**src/inc/cmd_decode_pkg.sv**
```systemverilog
/*
  Constants and carrier types for the DRAM command decoder.
  Assumes every design file imports this package.
*/
package cmd_decode_pkg;

  localparam int NUM_BANKS  = 8;
  localparam int BANK_W     = 3;
  localparam int ADDR_W     = 15;
  localparam int COL_W      = 10;
  localparam int DATA_W     = 16;
  localparam int BYTE_W     = 8;
  localparam int AP_BIT     = 10;
  localparam int BC_BIT     = 12;
  localparam int FIFO_DEPTH = 8;
  localparam int WR_W       = DATA_W + 2 + 1;

  // Termination select fields in mode registers one and two
  localparam int MR1_RTT_LO = 2;
  localparam int MR1_RTT_MI = 6;
  localparam int MR1_RTT_HI = 9;
  localparam int MR2_RTT_LO = 9;
  localparam int MR2_RTT_HI = 10;
  localparam logic [BANK_W-1:0] MR_SEL_ONE = 3'h1;
  localparam logic [BANK_W-1:0] MR_SEL_TWO = 3'h2;

  localparam logic [3:0] BEATS_FOUR  = 4'h4;
  localparam logic [3:0] BEATS_EIGHT = 4'h8;

  // Decoded command codes
  typedef enum logic [3:0] {
    CMD_DESELECT  = 4'h0,
    CMD_NOP       = 4'h1,
    CMD_ACTIVATE  = 4'h2,
    CMD_READ      = 4'h3,
    CMD_WRITE     = 4'h4,
    CMD_PRECHARGE = 4'h5,
    CMD_MODE_SET  = 4'h6,
    CMD_REFRESH   = 4'h7,
    CMD_SREF_IN   = 4'h8,
    CMD_PDOWN_IN  = 4'h9,
    CMD_LP_EXIT   = 4'ha,
    CMD_CALIBRATE = 4'hb,
    CMD_ILLEGAL   = 4'hf
  } cmd_t;

  // Power state, one-hot
  typedef enum logic [2:0] {
    PWR_ON    = 3'b001,
    PWR_SREF  = 3'b010,
    PWR_PDOWN = 3'b100
  } pwr_t;

  // Command pins as sampled
  typedef struct packed {
    logic              cs_n;
    logic              ras_n;
    logic              cas_n;
    logic              we_n;
    logic              cke;
    logic              odt;
    logic [BANK_W-1:0] bank;
    logic [ADDR_W-1:0] addr;
  } cmd_pins_t;

  // One decoded command report
  typedef struct packed {
    cmd_t              cmd;
    logic [BANK_W-1:0] bank;
    logic [ADDR_W-1:0] row;
    logic [COL_W-1:0]  col;
    logic [3:0]        beats;
    logic              auto_pre;
    logic              all_banks;
    logic              cal_long;
  } cmd_info_t;

  // One write beat with its byte masks
  typedef struct packed {
    logic [DATA_W-1:0] data;
    logic              lower_byte_write_mask;
    logic              upper_byte_write_mask;
    logic              last;
  } wr_beat_t;

endpackage : cmd_decode_pkg

```
**src/design/beat_fifo.sv**
```systemverilog
/*
  Small synchronous FIFO with valid/ready on both sides.
  Assumes one clock and a synchronous active-low reset.
*/
`timescale 1ns/1ps
module beat_fifo #(
  parameter int WIDTH = 19,
  parameter int DEPTH = 8
) (
  input  wire logic             i_clk_sys,
  input  wire logic             i_resetn,
  input  wire logic [WIDTH-1:0] i_data,
  input  wire logic             i_valid,
  output logic                  o_ready,
  output logic      [WIDTH-1:0] o_data,
  output logic                  o_valid,
  input  wire logic             i_ready
);
  import cmd_decode_pkg::*;

  localparam int PW = $clog2(DEPTH);

  typedef struct packed {
    logic [DEPTH-1:0][WIDTH-1:0] mem;
    logic [PW-1:0]               wp;
    logic [PW-1:0]               rp;
    logic [PW:0]                 cnt;
  } fifo_st_t;

  fifo_st_t st_q;
  fifo_st_t st_d;
  logic     push;
  logic     pop;

  // Full and empty come straight from the count
  assign o_ready = (st_q.cnt != (PW+1)'(DEPTH));
  assign o_valid = (st_q.cnt != '0);
  assign o_data  = st_q.mem[st_q.rp];
  assign push    = i_valid && o_ready;
  assign pop     = o_valid && i_ready;

  // Pointer and count update
  always_comb begin
    st_d = st_q;
    if (push) begin
      st_d.mem[st_q.wp] = i_data;
      st_d.wp = (st_q.wp == PW'(DEPTH-1)) ? '0 : st_q.wp + PW'(1);
    end
    if (pop) begin
      st_d.rp = (st_q.rp == PW'(DEPTH-1)) ? '0 : st_q.rp + PW'(1);
    end
    st_d.cnt = st_q.cnt + (PW+1)'(push) - (PW+1)'(pop);
  end

  // Storage clears with the pointers, so the head reads zero after reset
  always_ff @(posedge i_clk_sys) begin
    if (!i_resetn) begin
      st_q.wp  <= '0;
      st_q.rp  <= '0;
      st_q.cnt <= '0;
      st_q.mem <= '0;
    end else begin
      st_q <= st_d;
    end
  end

endmodule : beat_fifo

```
**src/design/dram_cmd_decoder.sv**
```systemverilog
/*
  Command decoder and pin control of a DDR DRAM device.
  Assumes the command pins and the data strobe come from another clock
  domain; all are sampled by i_clk_sys and the command clock edges are
  found by edge detection. Reset pin is asynchronous active low.
*/
`timescale 1ns/1ps
module dram_cmd_decoder #(
  parameter int NUM_BANKS = cmd_decode_pkg::NUM_BANKS,
  parameter int DEPTH     = cmd_decode_pkg::FIFO_DEPTH
) (
  input  wire logic                      i_clk_sys,
  input  wire logic                      i_resetn,
  input  wire logic                      i_dram_reset_n,
  input  wire logic                      i_ck,
  input  wire cmd_decode_pkg::cmd_pins_t i_pins,
  input  wire logic                      i_dqs,
  input  wire logic [cmd_decode_pkg::DATA_W-1:0] i_dq,
  input  wire logic                      i_lower_byte_write_mask,
  input  wire logic                      i_upper_byte_write_mask,
  input  wire logic [cmd_decode_pkg::DATA_W-1:0] i_rd_data,
  output cmd_decode_pkg::cmd_info_t      o_cmd,
  output logic                           o_cmd_valid,
  output logic [NUM_BANKS-1:0]           o_bank_active,
  output logic [2:0]                     o_pwr_state,
  output logic                           o_odt_en,
  output logic [cmd_decode_pkg::DATA_W-1:0] o_dq,
  output logic                           o_dq_oe_n,
  output logic                           o_dqs,
  output logic                           o_dqs_n,
  output logic                           o_dqs_oe_n,
  output logic [cmd_decode_pkg::DATA_W-1:0] o_wr_data,
  output logic [1:0]                     o_wr_byte_en,
  output logic                           o_wr_valid,
  input  wire logic                      i_wr_ready
);
  import cmd_decode_pkg::*;

  // ***************************************************************
  // State
  // ***************************************************************
  typedef struct packed {
    logic [1:0]           rst_sync;
    logic [1:0]           ck_sync;
    logic [1:0]           dqs_sync;
    cmd_pins_t            pins_s1;
    cmd_pins_t            pins_s2;
    logic [DATA_W+1:0]    dq_s1;
    logic [DATA_W+1:0]    dq_s2;
    logic                 ck_prev;
    logic                 dqs_prev;
    logic                 cke_prev;
    pwr_t                 pwr;
    logic [NUM_BANKS-1:0] active;
    cmd_info_t            cmd;
    logic                 cmd_valid;
    logic [ADDR_W-1:0]    mr1;
    logic [ADDR_W-1:0]    mr2;
    logic                 odt_en;
    logic [3:0]           wr_left;
    logic [3:0]           rd_left;
    logic [BANK_W-1:0]    burst_bank;
    logic                 burst_ap;
    logic [DATA_W-1:0]    dq_out;
    logic                 dqs_out;
  } st_t;

  st_t       st_q;
  st_t       st_d;
  wr_beat_t  beat_in;
  logic      beat_valid;
  logic      fifo_ready;
  wr_beat_t  beat_out;
  logic      dev_rst;
  logic      ck_rise;
  logic      dqs_edge;
  logic      rtt_off;
  cmd_t      dec;
  cmd_pins_t p;

  // Pin reset is asynchronous; the device is held whole while it is low
  assign dev_rst  = !i_dram_reset_n || !st_q.rst_sync[1];
  assign p        = st_q.pins_s2;
  assign ck_rise  = st_q.ck_sync[1] && !st_q.ck_prev;
  assign dqs_edge = st_q.dqs_sync[1] ^ st_q.dqs_prev;
  // Both termination selects zero means the control pin is ignored
  assign rtt_off  = (st_q.mr1[MR1_RTT_LO] == 1'b0)
                 && (st_q.mr1[MR1_RTT_MI] == 1'b0)
                 && (st_q.mr1[MR1_RTT_HI] == 1'b0)
                 && (st_q.mr2[MR2_RTT_HI:MR2_RTT_LO] == 2'h0);

  // ***************************************************************
  // Truth-table decode
  // ***************************************************************
  always_comb begin
    dec = CMD_ILLEGAL;
    if (!st_q.cke_prev) begin
      // Only the exit is seen while clock enable was low
      if (p.cke && (p.cs_n || (p.ras_n && p.cas_n && p.we_n))) begin
        dec = CMD_LP_EXIT;
      end else begin
        dec = CMD_DESELECT;
      end
    end else if (p.cs_n) begin
      dec = p.cke ? CMD_DESELECT : CMD_PDOWN_IN;
    end else begin
      case ({p.ras_n, p.cas_n, p.we_n})
        // Only NOP and refresh have a meaning with enable falling
        3'b111: begin
          dec = p.cke ? CMD_NOP : CMD_PDOWN_IN;
        end
        3'b011: begin
          dec = p.cke ? CMD_ACTIVATE : CMD_ILLEGAL;
        end
        3'b010: begin
          dec = p.cke ? CMD_PRECHARGE : CMD_ILLEGAL;
        end
        3'b100: begin
          dec = p.cke ? CMD_WRITE : CMD_ILLEGAL;
        end
        3'b101: begin
          dec = p.cke ? CMD_READ : CMD_ILLEGAL;
        end
        3'b000: begin
          dec = p.cke ? CMD_MODE_SET : CMD_ILLEGAL;
        end
        3'b001: begin
          dec = p.cke ? CMD_REFRESH : CMD_SREF_IN;
        end
        3'b110: begin
          dec = p.cke ? CMD_CALIBRATE : CMD_ILLEGAL;
        end
        default: begin
          dec = CMD_ILLEGAL;
        end
      endcase
    end
  end

  // ***************************************************************
  // Next state
  // ***************************************************************
  always_comb begin
    st_d = st_q;
    st_d.rst_sync = {st_q.rst_sync[0], 1'b1};
    st_d.ck_sync  = {st_q.ck_sync[0], i_ck};
    st_d.dqs_sync = {st_q.dqs_sync[0], i_dqs};
    st_d.pins_s1  = i_pins;
    st_d.pins_s2  = st_q.pins_s1;
    st_d.dq_s1    = {i_dq, i_lower_byte_write_mask,
                     i_upper_byte_write_mask};
    st_d.dq_s2    = st_q.dq_s1;
    st_d.ck_prev  = st_q.ck_sync[1];
    st_d.dqs_prev = st_q.dqs_sync[1];
    st_d.cmd_valid = 1'b0;
    beat_valid = 1'b0;
    beat_in    = '0;

    // Bursts advance before the command is applied, so a command on the
    // same edge wins: an activate beats an auto-precharge close and a new
    // burst load beats the last count of the old one
    // Data beats on both strobe edges
    if (dqs_edge && st_q.wr_left != 4'h0 && fifo_ready) begin
      beat_in.data = st_q.dq_s2[DATA_W+1:2];
      beat_in.lower_byte_write_mask = st_q.dq_s2[1];
      beat_in.upper_byte_write_mask = st_q.dq_s2[0];
      beat_in.last = (st_q.wr_left == 4'h1);
      beat_valid = 1'b1;
      st_d.wr_left = st_q.wr_left - 4'h1;
      if (st_q.wr_left == 4'h1 && st_q.burst_ap) begin
        st_d.active[st_q.burst_bank] = 1'b0;
      end
    end
    // Read beats toggle the strobe out once per system cycle
    if (st_q.rd_left != 4'h0) begin
      st_d.dqs_out = !st_q.dqs_out;
      st_d.rd_left = st_q.rd_left - 4'h1;
      if (st_q.rd_left == 4'h1 && st_q.burst_ap) begin
        st_d.active[st_q.burst_bank] = 1'b0;
      end
    end else begin
      st_d.dqs_out = 1'b0;
    end

    if (ck_rise) begin
      st_d.cke_prev = p.cke;
      // Termination takes the registered control level
      st_d.odt_en = p.odt && !rtt_off && (st_q.pwr == PWR_ON);
      st_d.cmd.cmd  = dec;
      st_d.cmd.bank = p.bank;
      st_d.cmd.row  = p.addr;
      st_d.cmd.col  = p.addr[COL_W-1:0];
      st_d.cmd.auto_pre  = p.addr[AP_BIT];
      st_d.cmd.all_banks = p.addr[AP_BIT];
      st_d.cmd.cal_long  = p.addr[AP_BIT];
      // Low chop bit asks for four beats, high for eight
      st_d.cmd.beats = p.addr[BC_BIT] ? BEATS_EIGHT : BEATS_FOUR;
      st_d.cmd_valid = 1'b1;
      case (st_q.pwr)
        PWR_ON: begin
          case (dec)
            CMD_ACTIVATE: begin
              st_d.active[p.bank] = 1'b1;
            end
            CMD_PRECHARGE: begin
              if (p.addr[AP_BIT]) begin
                st_d.active = '0;
              end else begin
                st_d.active[p.bank] = 1'b0;
              end
            end
            CMD_WRITE: begin
              st_d.wr_left    = st_d.cmd.beats;
              st_d.burst_bank = p.bank;
              st_d.burst_ap   = p.addr[AP_BIT];
            end
            CMD_READ: begin
              st_d.rd_left    = st_d.cmd.beats;
              st_d.burst_bank = p.bank;
              st_d.burst_ap   = p.addr[AP_BIT];
            end
            CMD_MODE_SET: begin
              // A write with any bank open is dropped without effect
              if (st_q.active == '0) begin
                if (p.bank == MR_SEL_ONE) begin
                  st_d.mr1 = p.addr;
                end
                if (p.bank == MR_SEL_TWO) begin
                  st_d.mr2 = p.addr;
                end
              end
            end
            CMD_SREF_IN: begin
              // Entry with an open bank is refused; the part stays on
              if (st_q.active == '0) begin
                st_d.pwr = PWR_SREF;
              end
            end
            CMD_PDOWN_IN: begin
              st_d.pwr = PWR_PDOWN;
            end
            default: ;
          endcase
        end
        PWR_SREF, PWR_PDOWN: begin
          // Everything but the exit is ignored while powered down
          if (dec == CMD_LP_EXIT) begin
            st_d.pwr = PWR_ON;
          end
        end
        default: begin
          st_d.pwr = PWR_ON;
        end
      endcase
    end

    // Data loads together with the enable, so no driven beat is stale
    if (st_d.rd_left != 4'h0) begin
      st_d.dq_out = i_rd_data;
    end
  end

  // ***************************************************************
  // Registers
  // ***************************************************************
  // Pin reset clears without waiting for a clock edge
  always_ff @(posedge i_clk_sys or negedge i_dram_reset_n) begin
    if (!i_dram_reset_n) begin
      st_q <= '0;
      st_q.pwr <= PWR_ON;
    end else if (!i_resetn) begin
      st_q <= '0;
      st_q.pwr <= PWR_ON;
    end else begin
      st_q <= st_d;
    end
  end

  // ***************************************************************
  // Write beat buffer
  // ***************************************************************
  // The sink can stall; a full buffer drops beats and that is a limit
  beat_fifo #(
    .WIDTH (WR_W),
    .DEPTH (DEPTH)
  ) u_fifo (
    .i_clk_sys (i_clk_sys),
    .i_resetn  (i_resetn && !dev_rst),
    .i_data    (beat_in),
    .i_valid   (beat_valid),
    .o_ready   (fifo_ready),
    .o_data    (beat_out),
    .o_valid   (o_wr_valid),
    .i_ready   (i_wr_ready)
  );

  // ***************************************************************
  // Outputs
  // ***************************************************************
  assign o_cmd         = st_q.cmd;
  assign o_cmd_valid   = st_q.cmd_valid;
  assign o_bank_active = st_q.active;
  assign o_pwr_state   = st_q.pwr;
  // Termination reaches every data line and both strobe lines
  assign o_odt_en      = st_q.odt_en;
  assign o_wr_data     = beat_out.data;
  // A high mask means the byte lane is not written; lanes act alone
  logic [DATA_W/BYTE_W-1:0] lane_mask;
  assign lane_mask = {beat_out.upper_byte_write_mask,
                      beat_out.lower_byte_write_mask};
  for (genvar g = 0; g < DATA_W / BYTE_W; g++) begin : g_lane
    assign o_wr_byte_en[g] = !lane_mask[g];
  end
  assign o_dq          = st_q.dq_out;
  assign o_dqs         = st_q.dqs_out;
  assign o_dqs_n       = !st_q.dqs_out;
  assign o_dq_oe_n     = (st_q.rd_left == 4'h0);
  assign o_dqs_oe_n    = (st_q.rd_left == 4'h0);

endmodule : dram_cmd_decoder

```
**config.mk**
```make
export PLATFORM = sky130hd
export DESIGN_NAME = dram_cmd_decoder
export DESIGN_NICKNAME = d
export VERILOG_FILES = /design/src/inc/cmd_decode_pkg.sv /design/src/design/beat_fifo.sv /design/src/design/dram_cmd_decoder.sv
export SDC_FILE = /design/constraint.sdc
export NUM_CORES = 1
export LEC_CHECK = 0
export BUFFER_PORTS_ARGS = -buffer_cell sky130_fd_sc_hd__buf_2
export CAP_MARGIN = 20
export CORE_MARGIN = 5
export CORE_UTILIZATION = 25
export CTS_BUF_LIST = sky130_fd_sc_hd__clkbuf_8 sky130_fd_sc_hd__clkbuf_16
export DETAILED_ROUTE_END_ITERATION = 16
export PLACE_DENSITY = 0.38
export SETUP_SLACK_MARGIN = 0.1
export SLEW_MARGIN = 10
export SYNTH_ARGS = -nofsm -noshare
export SYNTH_HDL_FRONTEND = slang
export SYNTH_SLANG_ARGS = --single-unit
```
**constraint.sdc**
```tcl
create_clock -name i_clk_sys -period 2.5 [get_ports i_clk_sys]
set_input_delay 0 -clock i_clk_sys [delete_from_list [all_inputs] [get_ports i_clk_sys]]
set_output_delay 0 -clock i_clk_sys [all_outputs]
set_load 0.03 [all_outputs]
```
==> results.toml <==
[floorplan]
core_area_um2 = 54900
fp-row-count = 86
fp.dieW_um = 245
die-area_um2 = 60000
io_pins = 155
start_util = 0.251
die_y_um = 245

[layout]
drive_gt1_frac = 0.222
synthToLayoutAreaGrowth_pct = 22.3
seq_area_um2 = 7170
fin_cells = 2277
multi_input_area_um2 = 5560
nFillCells = 5675
nets = 1624
postLayoutCoreUtil = 0.307

[timing]
fin_crit_ns = 2.28
setup_viol = 0
hold_viol = 0
skew_ns = 0.0104
maxSlewHeadroom = 0.570
tightest_slew_ns = 0.645
worst_slack_ns = 0.220
setup_tns_ns = 0
fmax_mhz = 439
drv_slew = 0
layout_worst_path_cycle_share = 0.912
rsz0062_at_grt = "no"

[yosys]
ys_async_sr_fraction = 0.514
ys.flop_type = "dfrtp_1"
synth_cells = 1400
ys_types = 63
ys_seq_area_frac = 0.519
synth_largest_area_cell = "dfrtp_1"
synth_area_leaders = "dfrtp_1 (29%), dfxtp_1 (22%), nand2_1 (8.7%), mux4_2 (5.9%), a21oi_1 (4.9%)"
syn_avg_cell_area_um2 = 9.85
ys_top_cells_by_count = "nand2_1 (321), dfrtp_1 (162), dfxtp_1 (154)"
synth_edf_count = 0
syn_area_um2 = 13800
synth_top_area_frac = 0.294
ys_warn_count = 0
yosysMostFrequentCell = "nand2_1"
ys_ff_latch = 317

[clocking]
clock_path_buffers = 3
cts_made_buffers = 40
clkTransAtPathRegs_ns = 0.06
cts_tree = "yes"
cts-root-buf = "clkbuf_16"
htreeDepth = 2
clkSinkCount = 317
clk_latency_ns = 0.55

[drt]
wl_per_cell_um = 16.8
drt-initial-drc-count = 435
drt-vias-per-instance = 4.36
dr.pass1.iters = 4
num_vias = 9927
wl_mm = 38.2
antenna_left = 0
drc = 0

[grt]
grt_use_total = 0.127
grt-ovfl-total = 0
grt_first_pass_wirelength_mm = 60.6
grt_max_degree = 115
first_global_vias = 10307
antenna_found_initial = 1

[placed_design]
place.detailed.hpwl_mm = 24.2
globalplace.congestion = 0.727
dp_slack_ns = 0.196
dp_cells = 2131
port_buffers = 152

[power_and_ir_drop]
total_power_uw = 12200
power_density_nw_per_um2 = 724
ir_drop_mv = 0.412
leakagePower_uw = 0.00689

[setup_path]
r2r_end = "u_fifo.st_q[127]"
cp-startpoint = "u_fifo.st_q[5]"
cp_data_arrival_time_ns = 2.28
endpoint_kind = "primary output"
startpoint_type = "flip-flop"
path_class = "reg2out"
reg2reg_slack_ns = 0.25
crit_end = "o_wr_data[0]"
r2r_cells = 8
required_ns = 2.50
worstReg2RegStart = "st_q[25]"
crit_fanout = 24

[status]
status = "finished clean"

[hold_path]
hp-class = "in2async"

[job]
max-cap-violations = 0
cells by family after synthesis:
group,share of synthesized area
flops,0.519
compound gates,0.100
other cells,0.000272
fa+ha+maj,0.0142
buf+inv,0.0800
simple gates,0.186
xor+xnor,0.00572
mux,0.0945
worst min-delay path by stage:
stage / from / endpoint / cells past startpoint
6_report: i_dram_reset_n / o_cmd[19] / 3
5_1_grt: i_dram_reset_n / o_cmd[19] / 3
4_1_cts: i_dram_reset_n / o_cmd[19] / 3
3_5_place_dp: i_dram_reset_n / st_d[203] / 2
3_3_place_gp: i_dram_reset_n / p[2] / 2
2_1_floorplan: i_dram_reset_n / o_bank_active[0] / 0
cells in the final DEF, fill, tap and decap left out, types with 14 or more instances in the layout:
master         netlist  layout
a21oi_1            134     134
a21oi_2             20      20
a22o_1              14      14
and2_1              91      91
buf_2               36     150
buf_4               70      42
clkbuf_16            0      41
dfrtp_1            162     162
dfxtp_1            154     152
dlygate4sd3_1        0      73
ha_1                14      14
inv_1               23      36
mux2_2              16      16
mux2i_1             29      29
mux4_2              36      36
nand2_1            321     321
nand3_1             27      26
nor2_1              54      53
o21ai_0             37      37
metal layers:
layer | track usage | part of all wire | up-vias
met2 | 0.210 | 0.48 | 166
met3 | 0.0278 | 0.040 | 52
met5 | 0 | 0 | -
met1 | 0.170 | 0.46 | 4806
met4 | 0.0297 | 0.019 | 0
li1 | - | - | 4903
sequential cells by signal, indices dropped and copies added, names as in the netlist:
name and count:
o_bank_active 8, o_cmd 23, o_cmd_valid 1, o_dq 16
o_dqs 1, o_odt_en 1, o_pwr_state 3, p 24
st_d 47, st_q 39, u_fifo.st_q 154
layout make-up:
cell class | instances | share of cell area
Clock inverter | 23 | 0.00771
Antenna cell | 1 | 0.000148
Timing Repair Buffer | 273 | 0.115
Clock buffer | 46 | 0.0649
Multi-Input combinational cell | 886 | 0.329
Sequential cell | 317 | 0.425
Tap cell | 704 | 0.0522
Inverter | 27 | 0.00601
through the flow:
stage               instance area [um^2]  hold slack (ns)
floorplan                          13800           -0.296
global placement                   14900            0.120
detailed placement                 14900            0.113
CTS                                16800           0.0807
global route                       16900            0.136
finish                             16900           0.0923
worst max-delay path, cell delays in order (launching register included):
cell and delay, ns:
dfxtp_4 0.44, buf_12 0.24, mux4_2 0.54, mux2_2 0.30, buf_2 0.19
report_power, final:
| part | switching, uW | internal [uW] |
|---|---|---|
| sequential | 166 | 5300 |
| combinational | 888 | 465 |
| clock | 2190 | 3200 |
| total | 3240 | 8970 |
what timing repair did:
item,CTS,global route
setup buffers,0,3
pin swaps,0,1
endpoints found under the setup margin,6,27
endpoints found under the hold margin,181,0
gates resized for setup,1,1
hold buffers,73,0
Power figures use the tool's default switching activity.
